### config.mk
export PLATFORM = sky130hd
export DESIGN_NAME = dtc_top
export DESIGN_NICKNAME = d
export VERILOG_FILES = /design/src/dtc_pkg.sv /design/src/dtc_sync.sv /design/src/dtc_phase.sv /design/src/dtc_top.sv
export SDC_FILE = /design/constraint.sdc
export NUM_CORES = 1
export LEC_CHECK = 0
export ABC_AREA = 1
export BUFFER_PORTS_ARGS = -buffer_cell sky130_fd_sc_hd__buf_4
export CORE_ASPECT_RATIO = 1.4
export CORE_MARGIN = 8
export CORE_UTILIZATION = 45
export CTS_CLUSTER_SIZE = 12
export DETAILED_ROUTE_END_ITERATION = 8
export GPL_TIMING_DRIVEN = 0
export HOLD_SLACK_MARGIN = 0.1
export PLACE_DENSITY = 0.74
export SYNTH_ARGS = -nofsm -noshare
export SYNTH_HDL_FRONTEND = slang
export SYNTH_SLANG_ARGS = --single-unit
### constraint.sdc
create_clock -name mclk -period 3.3 [get_ports mclk]
set_input_delay 0.165 -clock mclk [delete_from_list [all_inputs] [get_ports mclk]]
set_output_delay 0.165 -clock mclk [all_outputs]
set_load 0.01 [all_outputs]
### src/dtc_pkg.sv
/*
 * Constants, register map and mode type for the dual timer/counter.
 * Assumes one 200 MHz core clock that doubles as the oscillator.
 */
package dtc_pkg;
	// ------------------------------------------------------------
	// Machine cycle timing
	// ------------------------------------------------------------
	localparam int unsigned OSC_PER_MCYCLE = 12;             // Oscillator periods per cycle
	localparam logic [3:0]  PH_LAST        = 4'(OSC_PER_MCYCLE - 1);
	localparam logic [3:0]  PH_S3P1        = 4'h4;           // Count update phase
	localparam logic [3:0]  PH_S5P2        = 4'h9;           // Count pin sample phase

	// ------------------------------------------------------------
	// Register byte offsets
	// ------------------------------------------------------------
	localparam int unsigned ADDR_W       = 8;
	localparam logic [7:0]  OFF_CTRL     = 8'h00;            // timer_control_reg
	localparam logic [7:0]  OFF_MODE     = 8'h04;            // timer_mode_reg
	localparam logic [7:0]  OFF_CL0      = 8'h08;            // count_low_0
	localparam logic [7:0]  OFF_CH0      = 8'h0c;            // count_high_0
	localparam logic [7:0]  OFF_CL1      = 8'h10;            // count_low_1
	localparam logic [7:0]  OFF_CH1      = 8'h14;            // count_high_1
	localparam logic [7:0]  OFF_IRQ_ST   = 8'h18;            // Sticky status, write 1 clears
	localparam logic [7:0]  OFF_IRQ_MASK = 8'h1c;            // Interrupt mask
	localparam logic [7:0]  OFF_ACK      = 8'h20;            // Vector acknowledge strobes

	// ------------------------------------------------------------
	// Field positions
	// ------------------------------------------------------------
	localparam int unsigned CTL_OF1   = 7;
	localparam int unsigned CTL_RUN1  = 6;
	localparam int unsigned CTL_OF0   = 5;
	localparam int unsigned CTL_RUN0  = 4;
	localparam int unsigned CTL_EDGE1 = 3;
	localparam int unsigned CTL_TYPE1 = 2;
	localparam int unsigned CTL_EDGE0 = 1;
	localparam int unsigned CTL_TYPE0 = 0;
	localparam int unsigned MOD_GATE1 = 7;
	localparam int unsigned MOD_CT1   = 6;
	localparam int unsigned MOD_M1_LO = 4;
	localparam int unsigned MOD_GATE0 = 3;
	localparam int unsigned MOD_CT0   = 2;
	localparam int unsigned MOD_M0_LO = 0;
	localparam int unsigned EV_OF0    = 0;                   // Status, mask and ack layout
	localparam int unsigned EV_OF1    = 1;
	localparam int unsigned EV_EDGE0  = 2;
	localparam int unsigned EV_EDGE1  = 3;
	localparam int unsigned EV_W      = 4;

	// ------------------------------------------------------------
	// Reset values and bus answers
	// ------------------------------------------------------------
	localparam logic [7:0]      CTRL_RST = 8'h00;
	localparam logic [7:0]      MODE_RST = 8'h00;
	localparam logic [7:0]      CNT_RST  = 8'h00;
	localparam logic [EV_W-1:0] MASK_RST = 4'h0;
	localparam logic [1:0]      RESP_OK  = 2'h0;
	localparam logic [1:0]      RESP_ERR = 2'h2;

	// Operating modes
	typedef enum logic [1:0] {
		MODE_13BIT,
		MODE_16BIT,
		MODE_RELOAD8,
		MODE_SPLIT
	} dtc_mode_t;
endpackage

### src/dtc_sync.sv
/*
 * Two flip-flop synchroniser for a group of pin levels.
 * Assumes each bit is an independent level; no bus coherence.
 */
`timescale 1ns/1ps
module dtc_sync #(
	parameter int unsigned W = 4
) (
	input  wire logic         mclk,
	input  wire logic         rst,
	input  wire logic [W-1:0] pin_in,
	output logic      [W-1:0] pin_sync
);
	logic [W-1:0] meta_q;                                    // First stage, read by stage two only

	// ------------------------------------------------------------
	// Two stages
	// ------------------------------------------------------------
	always_ff @(posedge mclk or posedge rst) begin
		if (rst) begin
			meta_q   <= '0;
			pin_sync <= '0;
		end else begin
			meta_q   <= pin_in;
			pin_sync <= meta_q;
		end
	end
endmodule

### src/dtc_phase.sv
/*
 * Machine cycle sequencer: twelve oscillator phases per cycle.
 * Assumes mclk is the oscillator; strobes are one-cycle enables.
 */
`timescale 1ns/1ps
module dtc_phase
	import dtc_pkg::*;
(
	input  wire logic mclk,
	input  wire logic rst,
	output logic      tick_s3p1,
	output logic      tick_s5p2
);
	logic [3:0] ph_q;                                        // Current phase, 0 is S1P1

	// ------------------------------------------------------------
	// Phase counter
	// ------------------------------------------------------------
	always_ff @(posedge mclk or posedge rst) begin
		if (rst) begin
			ph_q <= 4'h0;
		end else if (ph_q == PH_LAST) begin
			ph_q <= 4'h0;
		end else begin
			ph_q <= ph_q + 4'h1;
		end
	end

	// Strobes decoded straight from the counter flop
	assign tick_s3p1 = (ph_q == PH_S3P1);
	assign tick_s5p2 = (ph_q == PH_S5P2);
endmodule

### src/dtc_top.sv
/*
 * Dual 16-bit timer/counter with an AXI4-Lite register slave.
 * Assumes pins are asynchronous and one AXI master at a time.
 */
// How it works
// - Timer function counts once per machine cycle
// - Count pin sampled at S5P2, falling detected
// - Counted value appears at next S3P1
// - Edge takes two cycles, max rate halved
// - Select bit and two-bit mode per timer
// - Mode 0 counts thirteen bits, top three held
// - Rollover to zero sets overflow flag
// - Count needs run and gate-or-pin high
// - Run bit never clears the count
// - Gate bits at mode bits 7 and 3
// - Mode 1 is full sixteen bits
// - Mode 2 reloads low byte from high
// - Timer 1 in mode 3 holds count
// - Split mode: high byte uses timer 1 controls
// - Timer 1 still overflows during split mode
// - Overflow flags set by hardware, cleared by ack/write
// - Edge flags set on edge, type bits choose
`timescale 1ns/1ps
module dtc_top
	import dtc_pkg::*;
(
	input  wire logic              mclk,
	input  wire logic              rst,
	input  wire logic [ADDR_W-1:0] s_axi_awaddr,
	input  wire logic              s_axi_awvalid,
	output logic                   s_axi_awready,
	input  wire logic [31:0]       s_axi_wdata,
	input  wire logic [3:0]        s_axi_wstrb,
	input  wire logic              s_axi_wvalid,
	output logic                   s_axi_wready,
	output logic [1:0]             s_axi_bresp,
	output logic                   s_axi_bvalid,
	input  wire logic              s_axi_bready,
	input  wire logic [ADDR_W-1:0] s_axi_araddr,
	input  wire logic              s_axi_arvalid,
	output logic                   s_axi_arready,
	output logic [31:0]            s_axi_rdata,
	output logic [1:0]             s_axi_rresp,
	output logic                   s_axi_rvalid,
	input  wire logic              s_axi_rready,
	input  wire logic              count_input_0,
	input  wire logic              count_input_1,
	input  wire logic              ext_irq_pin_0,
	input  wire logic              ext_irq_pin_1,
	output logic                   overflow_tick_1,
	output logic                   irq
);
	// ------------------------------------------------------------
	// Declarations
	// ------------------------------------------------------------
	logic              tick_s3p1, tick_s5p2;                 // Machine cycle strobes
	logic [3:0]        pins_s;                               // Synced cnt1,cnt0,ext_irq_pin_1,ext_irq_pin_0
	logic [ADDR_W-1:0] awaddr_q;                             // Held write address
	logic [7:0]        wbyte_q;                              // Held write data, low lane
	logic              wlane_q;                              // Low lane enabled
	logic              aw_got_q, w_got_q;                    // Channel halves taken
	logic              do_wr, wr_lane;                       // Write commits this cycle
	logic [7:0]        ctrl_q, ctrl_d;                       // timer_control_reg
	logic [7:0]        mode_q;                               // timer_mode_reg
	logic [7:0]        l0_q, h0_q, l1_q, h1_q;               // Count bytes
	logic [EV_W-1:0]   st_q, mask_q, ev;                     // Interrupt status and mask
	logic [1:0]        samp_q, fall_q;                       // Count pin samples, edges
	logic [1:0]        intp_q;                               // Previous int pin levels
	logic [1:0]        int_fall;                             // Int pin falling edges
	dtc_mode_t         m0, m1;                               // Decoded modes
	logic              en0, en1, inc0, inc1, inc_h0;         // Count enables
	logic [16:0]       step0, step1;                         // {carry, high, low}
	logic              of0_set, of1_set, ovf1_raw;           // Overflow events
	logic [7:0]        rd_byte;                              // Read mux

	// ------------------------------------------------------------
	// Helpers
	// ------------------------------------------------------------
	// One count step for modes 0 to 3; split mode counts the low byte only
	function automatic logic [16:0] dtc_step(input dtc_mode_t m, input logic [7:0] hi,
	                                         input logic [7:0] lo);
		logic [8:0] l9;
		logic [5:0] l6;
		logic [8:0] h9;
		l9       = {1'b0, lo} + 9'h001;
		l6       = {1'b0, lo[4:0]} + 6'h01;
		h9       = 9'h000;
		dtc_step = {1'b0, hi, lo};
		unique case (m)
			MODE_13BIT: begin                                // Top three low bits held
				h9       = {1'b0, hi} + {8'h00, l6[5]};
				dtc_step = {h9[8], h9[7:0], lo[7:5], l6[4:0]};
			end
			MODE_16BIT: begin                                // Full width carry
				h9       = {1'b0, hi} + {8'h00, l9[8]};
				dtc_step = {h9[8], h9[7:0], l9[7:0]};
			end
			MODE_RELOAD8: begin                              // Reload, high kept
				dtc_step = {l9[8], hi, (l9[8] ? hi : l9[7:0])};
			end
			MODE_SPLIT: begin
				dtc_step = {l9[8], hi, l9[7:0]};
			end
		endcase
	endfunction

	// Offsets that answer OKAY; anything else gets SLVERR
	function automatic logic dtc_mapped(input logic [ADDR_W-1:0] a);
		dtc_mapped = (a == OFF_CTRL) || (a == OFF_MODE) || (a == OFF_CL0) ||
		             (a == OFF_CH0) || (a == OFF_CL1) || (a == OFF_CH1) ||
		             (a == OFF_IRQ_ST) || (a == OFF_IRQ_MASK) || (a == OFF_ACK);
	endfunction

	// ------------------------------------------------------------
	// Sequencer and pin synchronisers
	// ------------------------------------------------------------
	dtc_phase u_phase (
		.mclk      (mclk),
		.rst       (rst),
		.tick_s3p1 (tick_s3p1),
		.tick_s5p2 (tick_s5p2)
	);

	dtc_sync #(.W(4)) u_sync (
		.mclk     (mclk),
		.rst      (rst),
		.pin_in   ({count_input_1, count_input_0, ext_irq_pin_1, ext_irq_pin_0}),
		.pin_sync (pins_s)
	);

	// ------------------------------------------------------------
	// AXI4-Lite write channel
	// ------------------------------------------------------------
	assign s_axi_awready = !aw_got_q;
	assign s_axi_wready  = !w_got_q;
	assign do_wr         = aw_got_q && w_got_q && !s_axi_bvalid;
	assign wr_lane       = do_wr && wlane_q;

	// Address and data may arrive in either order; both held until commit
	always_ff @(posedge mclk or posedge rst) begin
		if (rst) begin
			aw_got_q <= 1'b0;
			w_got_q  <= 1'b0;
			awaddr_q <= '0;
			wbyte_q  <= 8'h00;
			wlane_q  <= 1'b0;
		end else begin
			if (s_axi_awvalid && !aw_got_q) begin
				aw_got_q <= 1'b1;
				awaddr_q <= s_axi_awaddr;
			end else if (do_wr) begin
				aw_got_q <= 1'b0;
			end
			if (s_axi_wvalid && !w_got_q) begin
				w_got_q <= 1'b1;
				wbyte_q <= s_axi_wdata[7:0];
				wlane_q <= s_axi_wstrb[0];
			end else if (do_wr) begin
				w_got_q <= 1'b0;
			end
		end
	end

	// Response follows the commit and waits for bready
	always_ff @(posedge mclk or posedge rst) begin
		if (rst) begin
			s_axi_bvalid <= 1'b0;
			s_axi_bresp  <= RESP_OK;
		end else if (do_wr) begin
			s_axi_bvalid <= 1'b1;
			s_axi_bresp  <= dtc_mapped(awaddr_q) ? RESP_OK : RESP_ERR;
		end else if (s_axi_bready) begin
			s_axi_bvalid <= 1'b0;
		end
	end

	// ------------------------------------------------------------
	// AXI4-Lite read channel
	// ------------------------------------------------------------
	assign s_axi_arready = !s_axi_rvalid;

	// Read mux; flags read live, counts include held mode-0 bits
	always_comb begin
		rd_byte = 8'h00;
		unique case (s_axi_araddr)
			OFF_CTRL:     rd_byte = ctrl_q;
			OFF_MODE:     rd_byte = mode_q;
			OFF_CL0:      rd_byte = l0_q;
			OFF_CH0:      rd_byte = h0_q;
			OFF_CL1:      rd_byte = l1_q;
			OFF_CH1:      rd_byte = h1_q;
			OFF_IRQ_ST:   rd_byte = {4'h0, st_q};
			OFF_IRQ_MASK: rd_byte = {4'h0, mask_q};
			default:      rd_byte = 8'h00;
		endcase
	end

	always_ff @(posedge mclk or posedge rst) begin
		if (rst) begin
			s_axi_rvalid <= 1'b0;
			s_axi_rdata  <= 32'h0000_0000;
			s_axi_rresp  <= RESP_OK;
		end else if (s_axi_arvalid && !s_axi_rvalid) begin
			s_axi_rvalid <= 1'b1;
			s_axi_rdata  <= {24'h00_0000, rd_byte};
			s_axi_rresp  <= dtc_mapped(s_axi_araddr) ? RESP_OK : RESP_ERR;
		end else if (s_axi_rready) begin
			s_axi_rvalid <= 1'b0;
		end
	end

	// ------------------------------------------------------------
	// Pin sampling
	// ------------------------------------------------------------
	// Count pins sampled once per cycle; a fall stays flagged for one cycle
	always_ff @(posedge mclk or posedge rst) begin
		if (rst) begin
			samp_q <= 2'h0;
			fall_q <= 2'h0;
		end else if (tick_s5p2) begin
			samp_q <= pins_s[3:2];
			fall_q <= samp_q & ~pins_s[3:2];
		end
	end

	// External interrupt pin edge detector, on synced levels
	always_ff @(posedge mclk or posedge rst) begin
		if (rst) begin
			intp_q <= 2'h0;                                  // Same as synchroniser reset: no false fall
		end else begin
			intp_q <= pins_s[1:0];
		end
	end
	assign int_fall = intp_q & ~pins_s[1:0];

	// ------------------------------------------------------------
	// Count enables
	// ------------------------------------------------------------
	assign m0 = dtc_mode_t'(mode_q[MOD_M0_LO +: 2]);
	assign m1 = dtc_mode_t'(mode_q[MOD_M1_LO +: 2]);

	// Run and gate-or-pin; separate gate bits per timer
	assign en0 = ctrl_q[CTL_RUN0] && (!mode_q[MOD_GATE0] || pins_s[0]);
	// Split mode lends run1 to the high byte; timer 1 then runs unless parked
	assign en1 = (m0 == MODE_SPLIT || ctrl_q[CTL_RUN1] && (!mode_q[MOD_GATE1] || pins_s[1])) &&
	             (m1 != MODE_SPLIT);                         // Mode 3 stops timer 1

	// Machine cycles or pin falls, both landing on S3P1
	assign inc0   = tick_s3p1 && en0 && (!mode_q[MOD_CT0] || fall_q[0]);
	assign inc1   = tick_s3p1 && en1 && (!mode_q[MOD_CT1] || fall_q[1]);
	assign inc_h0 = tick_s3p1 && ctrl_q[CTL_RUN1] && (m0 == MODE_SPLIT);

	assign step0 = dtc_step(m0, h0_q, l0_q);
	assign step1 = dtc_step(m1, h1_q, l1_q);

	// Overflow events; split mode hands timer 1's flag to the high byte
	assign ovf1_raw = inc1 && step1[16];
	assign of0_set  = inc0 && step0[16];
	assign of1_set  = (m0 == MODE_SPLIT) ? (inc_h0 && (h0_q == 8'hff)) : ovf1_raw;

	// ------------------------------------------------------------
	// Count registers
	// ------------------------------------------------------------
	// Timer 0; a bus write wins over a same-cycle step
	always_ff @(posedge mclk or posedge rst) begin
		if (rst) begin
			l0_q <= CNT_RST;
			h0_q <= CNT_RST;
		end else begin
			if (wr_lane && awaddr_q == OFF_CL0) begin
				l0_q <= wbyte_q;
			end else if (inc0) begin
				l0_q <= step0[7:0];
			end
			if (wr_lane && awaddr_q == OFF_CH0) begin
				h0_q <= wbyte_q;
			end else if (m0 == MODE_SPLIT) begin
				if (inc_h0) begin
					h0_q <= h0_q + 8'h01;
				end
			end else if (inc0) begin
				h0_q <= step0[15:8];
			end
		end
	end

	// Timer 1; run only gates, so held count resumes
	always_ff @(posedge mclk or posedge rst) begin
		if (rst) begin
			l1_q <= CNT_RST;
			h1_q <= CNT_RST;
		end else begin
			if (wr_lane && awaddr_q == OFF_CL1) begin
				l1_q <= wbyte_q;
			end else if (inc1) begin
				l1_q <= step1[7:0];
			end
			if (wr_lane && awaddr_q == OFF_CH1) begin
				h1_q <= wbyte_q;
			end else if (inc1) begin
				h1_q <= step1[15:8];
			end
		end
	end

	// Overflow strobe out, kept even when the flag belongs to timer 0
	always_ff @(posedge mclk or posedge rst) begin
		if (rst) begin
			overflow_tick_1 <= 1'b0;
		end else begin
			overflow_tick_1 <= ovf1_raw;
		end
	end

	// ------------------------------------------------------------
	// Control and mode registers
	// ------------------------------------------------------------
	// Write, then acks, then level tracking, then hardware sets last
	always_comb begin
		ctrl_d = ctrl_q;
		if (wr_lane && awaddr_q == OFF_CTRL) begin
			ctrl_d = wbyte_q;                                // Zero clears a flag
		end
		if (wr_lane && awaddr_q == OFF_ACK) begin
			ctrl_d[CTL_OF0]   = ctrl_d[CTL_OF0] & ~wbyte_q[EV_OF0];
			ctrl_d[CTL_OF1]   = ctrl_d[CTL_OF1] & ~wbyte_q[EV_OF1];
			ctrl_d[CTL_EDGE0] = ctrl_d[CTL_EDGE0] & ~wbyte_q[EV_EDGE0];
			ctrl_d[CTL_EDGE1] = ctrl_d[CTL_EDGE1] & ~wbyte_q[EV_EDGE1];
		end
		// Level triggered: flag follows the low pin
		if (!ctrl_q[CTL_TYPE0]) begin
			ctrl_d[CTL_EDGE0] = !pins_s[0];
		end
		if (!ctrl_q[CTL_TYPE1]) begin
			ctrl_d[CTL_EDGE1] = !pins_s[1];
		end
		// Hardware set beats any clear in the same cycle
		if (of0_set) begin
			ctrl_d[CTL_OF0] = 1'b1;
		end
		if (of1_set) begin
			ctrl_d[CTL_OF1] = 1'b1;
		end
		if (ctrl_q[CTL_TYPE0] && int_fall[0]) begin
			ctrl_d[CTL_EDGE0] = 1'b1;
		end
		if (ctrl_q[CTL_TYPE1] && int_fall[1]) begin
			ctrl_d[CTL_EDGE1] = 1'b1;
		end
	end

	always_ff @(posedge mclk or posedge rst) begin
		if (rst) begin
			ctrl_q <= CTRL_RST;
		end else begin
			ctrl_q <= ctrl_d;
		end
	end

	// Mode register: gate, select and mode for each timer
	always_ff @(posedge mclk or posedge rst) begin
		if (rst) begin
			mode_q <= MODE_RST;
		end else if (wr_lane && awaddr_q == OFF_MODE) begin
			mode_q <= wbyte_q;
		end
	end

	// ------------------------------------------------------------
	// Interrupt status, mask and output
	// ------------------------------------------------------------
	// Status events; a held low level keeps re-setting its bit
	assign ev = {ctrl_d[CTL_EDGE1] && !ctrl_q[CTL_EDGE1] || !ctrl_q[CTL_TYPE1] && !pins_s[1],
	             ctrl_d[CTL_EDGE0] && !ctrl_q[CTL_EDGE0] || !ctrl_q[CTL_TYPE0] && !pins_s[0],
	             of1_set, of0_set};

	always_ff @(posedge mclk or posedge rst) begin
		if (rst) begin
			st_q   <= '0;
			mask_q <= MASK_RST;
			irq    <= 1'b0;
		end else begin
			if (wr_lane && awaddr_q == OFF_IRQ_ST) begin
				st_q <= (st_q & ~wbyte_q[EV_W-1:0]) | ev;   // Set wins over clear
			end else begin
				st_q <= st_q | ev;
			end
			if (wr_lane && awaddr_q == OFF_IRQ_MASK) begin
				mask_q <= wbyte_q[EV_W-1:0];
			end
			irq <= |(st_q & mask_q);
		end
	end

	logic no_cnt_wr;                                         // No bus write commits this cycle, to any register
	assign no_cnt_wr = !wr_lane;
endmodule

==> run metrics <==
status finished, final reports clean; CP max stage delay 0.43 ns; worst endpoint data arrival time 2.83 ns; asr flop ratio synth 100.0%; num rows 52; Clock Pin Slew Worst Setup and Hold Paths 0.08 ns; Ys Warns 0; critical register-to-register path endpoint ctrl_q[7]$_DFF_PP0_; Reg2Reg Depth 13; setup ws final about 0.76 ns; top cell type's share of synthesized area 41.45%; CP startpoint kind flip-flop; PnR Total Power 3.548 mW; Critical Path RT 3.59 ns; Worst Path Buf+Inv 0; fin crit share 76.92%; vias between 6000 and 7000; Avg Inst Size Synth 7.291 um^2; internal power 2.298 mW; Hold Vio Cnt, Final 0; vias in the first global route slightly below 6000; Hold Path Cell Cnt 3; Clock Sinks 107; Comb power frac 22.1%; Routed WL around 18000 um; Main synth FF type dfrtp_1; Final nets 1074; Reg2Reg Launch Point l1_q[0]$_DFFE_PP0P_; Worst path slowest cell dfrtp_1; port bufs 52; Placement Cell Area 7211 um^2; Iter 0 DRT Violations 401; initial antenna violation count 0; Diodes inserted 0; post-synthesis cell type count 43; Sw Share 35.23%; largest area contributor in the netlist dfrtp_1; Core ar. between 10000 and 15000 um^2; register area share after synthesis 41.45%; drt pass-1 iters 7; beginning of the worst hold path s_axi_araddr[4]; Tmin final 2.539 ns; Finished Cell Area 7785 um^2; Post-synth EDFFs 0; layout cells sized above 1 14.61%; Slew HR 63.65%; post-synthesis cell count slightly below 900; RSZ-0062 raised after global routing no; die area ~18000 um^2; H-tree Lvls 3; Worst VDD drop approximately 0.41 mV; setup_tns 0 ns; CTS Buf Count 9; Slew Limit Fails 0; leakage power around 4 nW; number of gates resized after cts 0; Post-route DRC 0; Clk network pwr share 31.2%; Placer Congestion 0.9037; largest delay contributor family on the critical path simple AND/OR/NAND/NOR gates; Min-Delay Endpoint s_axi_rresp[1]$_DFFE_PP0P_; Routed Antenna Nets 0; Post-Syn Area 6460 um^2; Worst-Margin Slew 0.5411 ns; wire length of the first global-routing pass roughly 29000 um; area growth from synthesis to layout 20.51%; Post-Route Skew 0.01119 ns; Setup violations, final 0; Psw 1.250 mW; Highest Clock Rate 393.9 MHz; TritonCTS clock tree built; Max Cap Viol 0; Hold WC Path Type in2reg; largest net degree at the start of global routing 74; Seq pwr share 46.7%; clk buf depth 2; Ports 106; hpwl dp 13330 um; critical-path cell list ha_1, nand3_1, nor2_2, nand2_1, a31oi_1, ha_1, ha_1, nand3_1, nor2_1, nand3_1, nand2_1, nand4_1, nand3_1; total grt overflow 0; Placement Setup Slack 0.8201 ns; DR WL/cell 14.92 um; CTS root buf clkbuf_16; post-synthesis register bit count approximately 110; crit path kind reg2reg; Total GRT Usage 19.90%; via/cell ratio 5.150; Area contributors post-synth dfrtp_1 (41%), nand2_1 (15%), nand3_1 (8.0%), inv_1 (5.9%), o21ai_0 (5.3%); crit path max fanout 5; Worst setup EP type flip-flop; die height 157.8 um; critical path's most frequent cell nand3_1; PD cells 455.8 nW/um^2; die width 117.3 um; Clk Latency, worst-skew pair 0.36 ns; Initial Util 45.34%; Reg2Reg Setup Slack 0.76 ns
[stage by stage]
stage               cells  util, %  hold slack [ns]
floorplan             911        -           0.1964
global placement     1152    50.40           0.2756
detailed placement   1153    50.61           0.2230
CTS                  1195    54.64           0.1148
global route         1195    54.64           0.1734
finish               1195    54.64           0.1191
[registers in the layout, summed over array words and instances (netlist names), 2 cells and up]
name	flops
awaddr_q	8
ctrl_q	8
h0_q	8
h1_q	8
l0_q	8
l1_q	8
mode_q	8
s_axi_rdata	8
wbyte_q	8
mask_q	4
st_q	4
u_phase.ph_q	4
u_sync.meta_q	4
u_sync.pin_sync	4
fall_q	2
intp_q	2
samp_q	2
[worst max path at each step]
stage | start | end | slack (ns) | cells after the start
final | l1_q[0]$_DFFE_PP0P_ | ctrl_q[7]$_DFF_PP0_ | 0.76 | 13
after global routing | l1_q[0]$_DFFE_PP0P_ | st_q[1]$_DFF_PP0_ | 0.51 | 13
after CTS | l1_q[0]$_DFFE_PP0P_ | ctrl_q[7]$_DFF_PP0_ | 0.79 | 13
after detailed placement | l1_q[0]$_DFFE_PP0P_ | ctrl_q[7]$_DFF_PP0_ | 0.82 | 13
after global placement | rst | l1_q[4]$_DFFE_PP0P_ | -0.93 | 2
after floorplan | rst | aw_got_q$_DFFE_PP0P_ | 0.32 | 1
[final cells by class]
cell class,instances,area (um^2)
Fill cell,1353,6464
Multi-Input combinational cell,653,3172
Sequential cell,107,2678
Timing Repair Buffer,79,678.2
Inverter,108,407.9
Buffer,43,299.0
Tap cell,189,236.5
Clock buffer,9,225.2
Clock inverter,7,88.84
[power groups by stage]
stage,sequential [mW],combinational (mW),clock (mW)
after floorplan,1.61,0.489,0
after global placement,1.67,0.728,0
after detailed placement,1.67,0.756,0
after CTS,1.65,0.782,1.13
after global routing,1.67,0.869,1.18
final,1.66,0.785,1.11
[logic make-up (layout without fill, tap and decap cells)]
| kind of cell | Yosys count | count (layout) | share of synthesized area, % |
|---|---|---|---|
| AOI/OAI and AO/OA | 120 | 120 | 10.30 |
| xor gates and xnor gates | 11 | 11 | 1.491 |
| adders and majority gates | 10 | 10 | 1.937 |
| buffers and inverters | 151 | 246 | 10.90 |
| DFF | 107 | 107 | 41.45 |
| muxes | 3 | 3 | 0.5229 |
| other | 1 | 26 | 0.05805 |
| and+or+nand+nor | 483 | 483 | 33.33 |
[tightest hold or removal path: stages]
cell,delay [ns]
buf_4,0.09
nor3_1,0.04
a31oi_1,0.14
[placed cells by master (no fill, tap or decap), drive strengths merged, types with 2 or more instances in the layout]
cell           n
nand3        111
nor3           6
nand3b         3
o22ai          3
dlygate4sd3   26
mux2           3
nor2          82
a21oi         23
o21ai         71
xnor2          5
a31oi          2
clkinv         5
o211ai        17
inv          110
dfrtp        107
buf           93
clkbuf        12
a22o           2
conb          26
nand2        264
nand4         13
ha            10
xor2           6
[per-layer routing]
layer  share of wire, %  GRT usage [%]
met5                  0              0
met4                4.0          10.16
met3                6.7          3.207
met2                 48          33.87
met1                 41          23.47
[cells in the mapped netlist (all sizes together) (5+ instances only)]
cell and n:
buf 40, o21ai 71, nand4 13, xor2 6, nor2 82, inv 106
xnor2 5, nor3 6, a21oi 23, nand3 111, o211ai 17, nand2 264
dfrtp 107, ha 10
[what timing repair did]
item / in CTS / in global routing
setup buffers: 0 / 0
hold buffers: 26 / 0
hold endpoints to repair: 58 / 0
No activity file was read; power rests on OpenSTA's default activity.
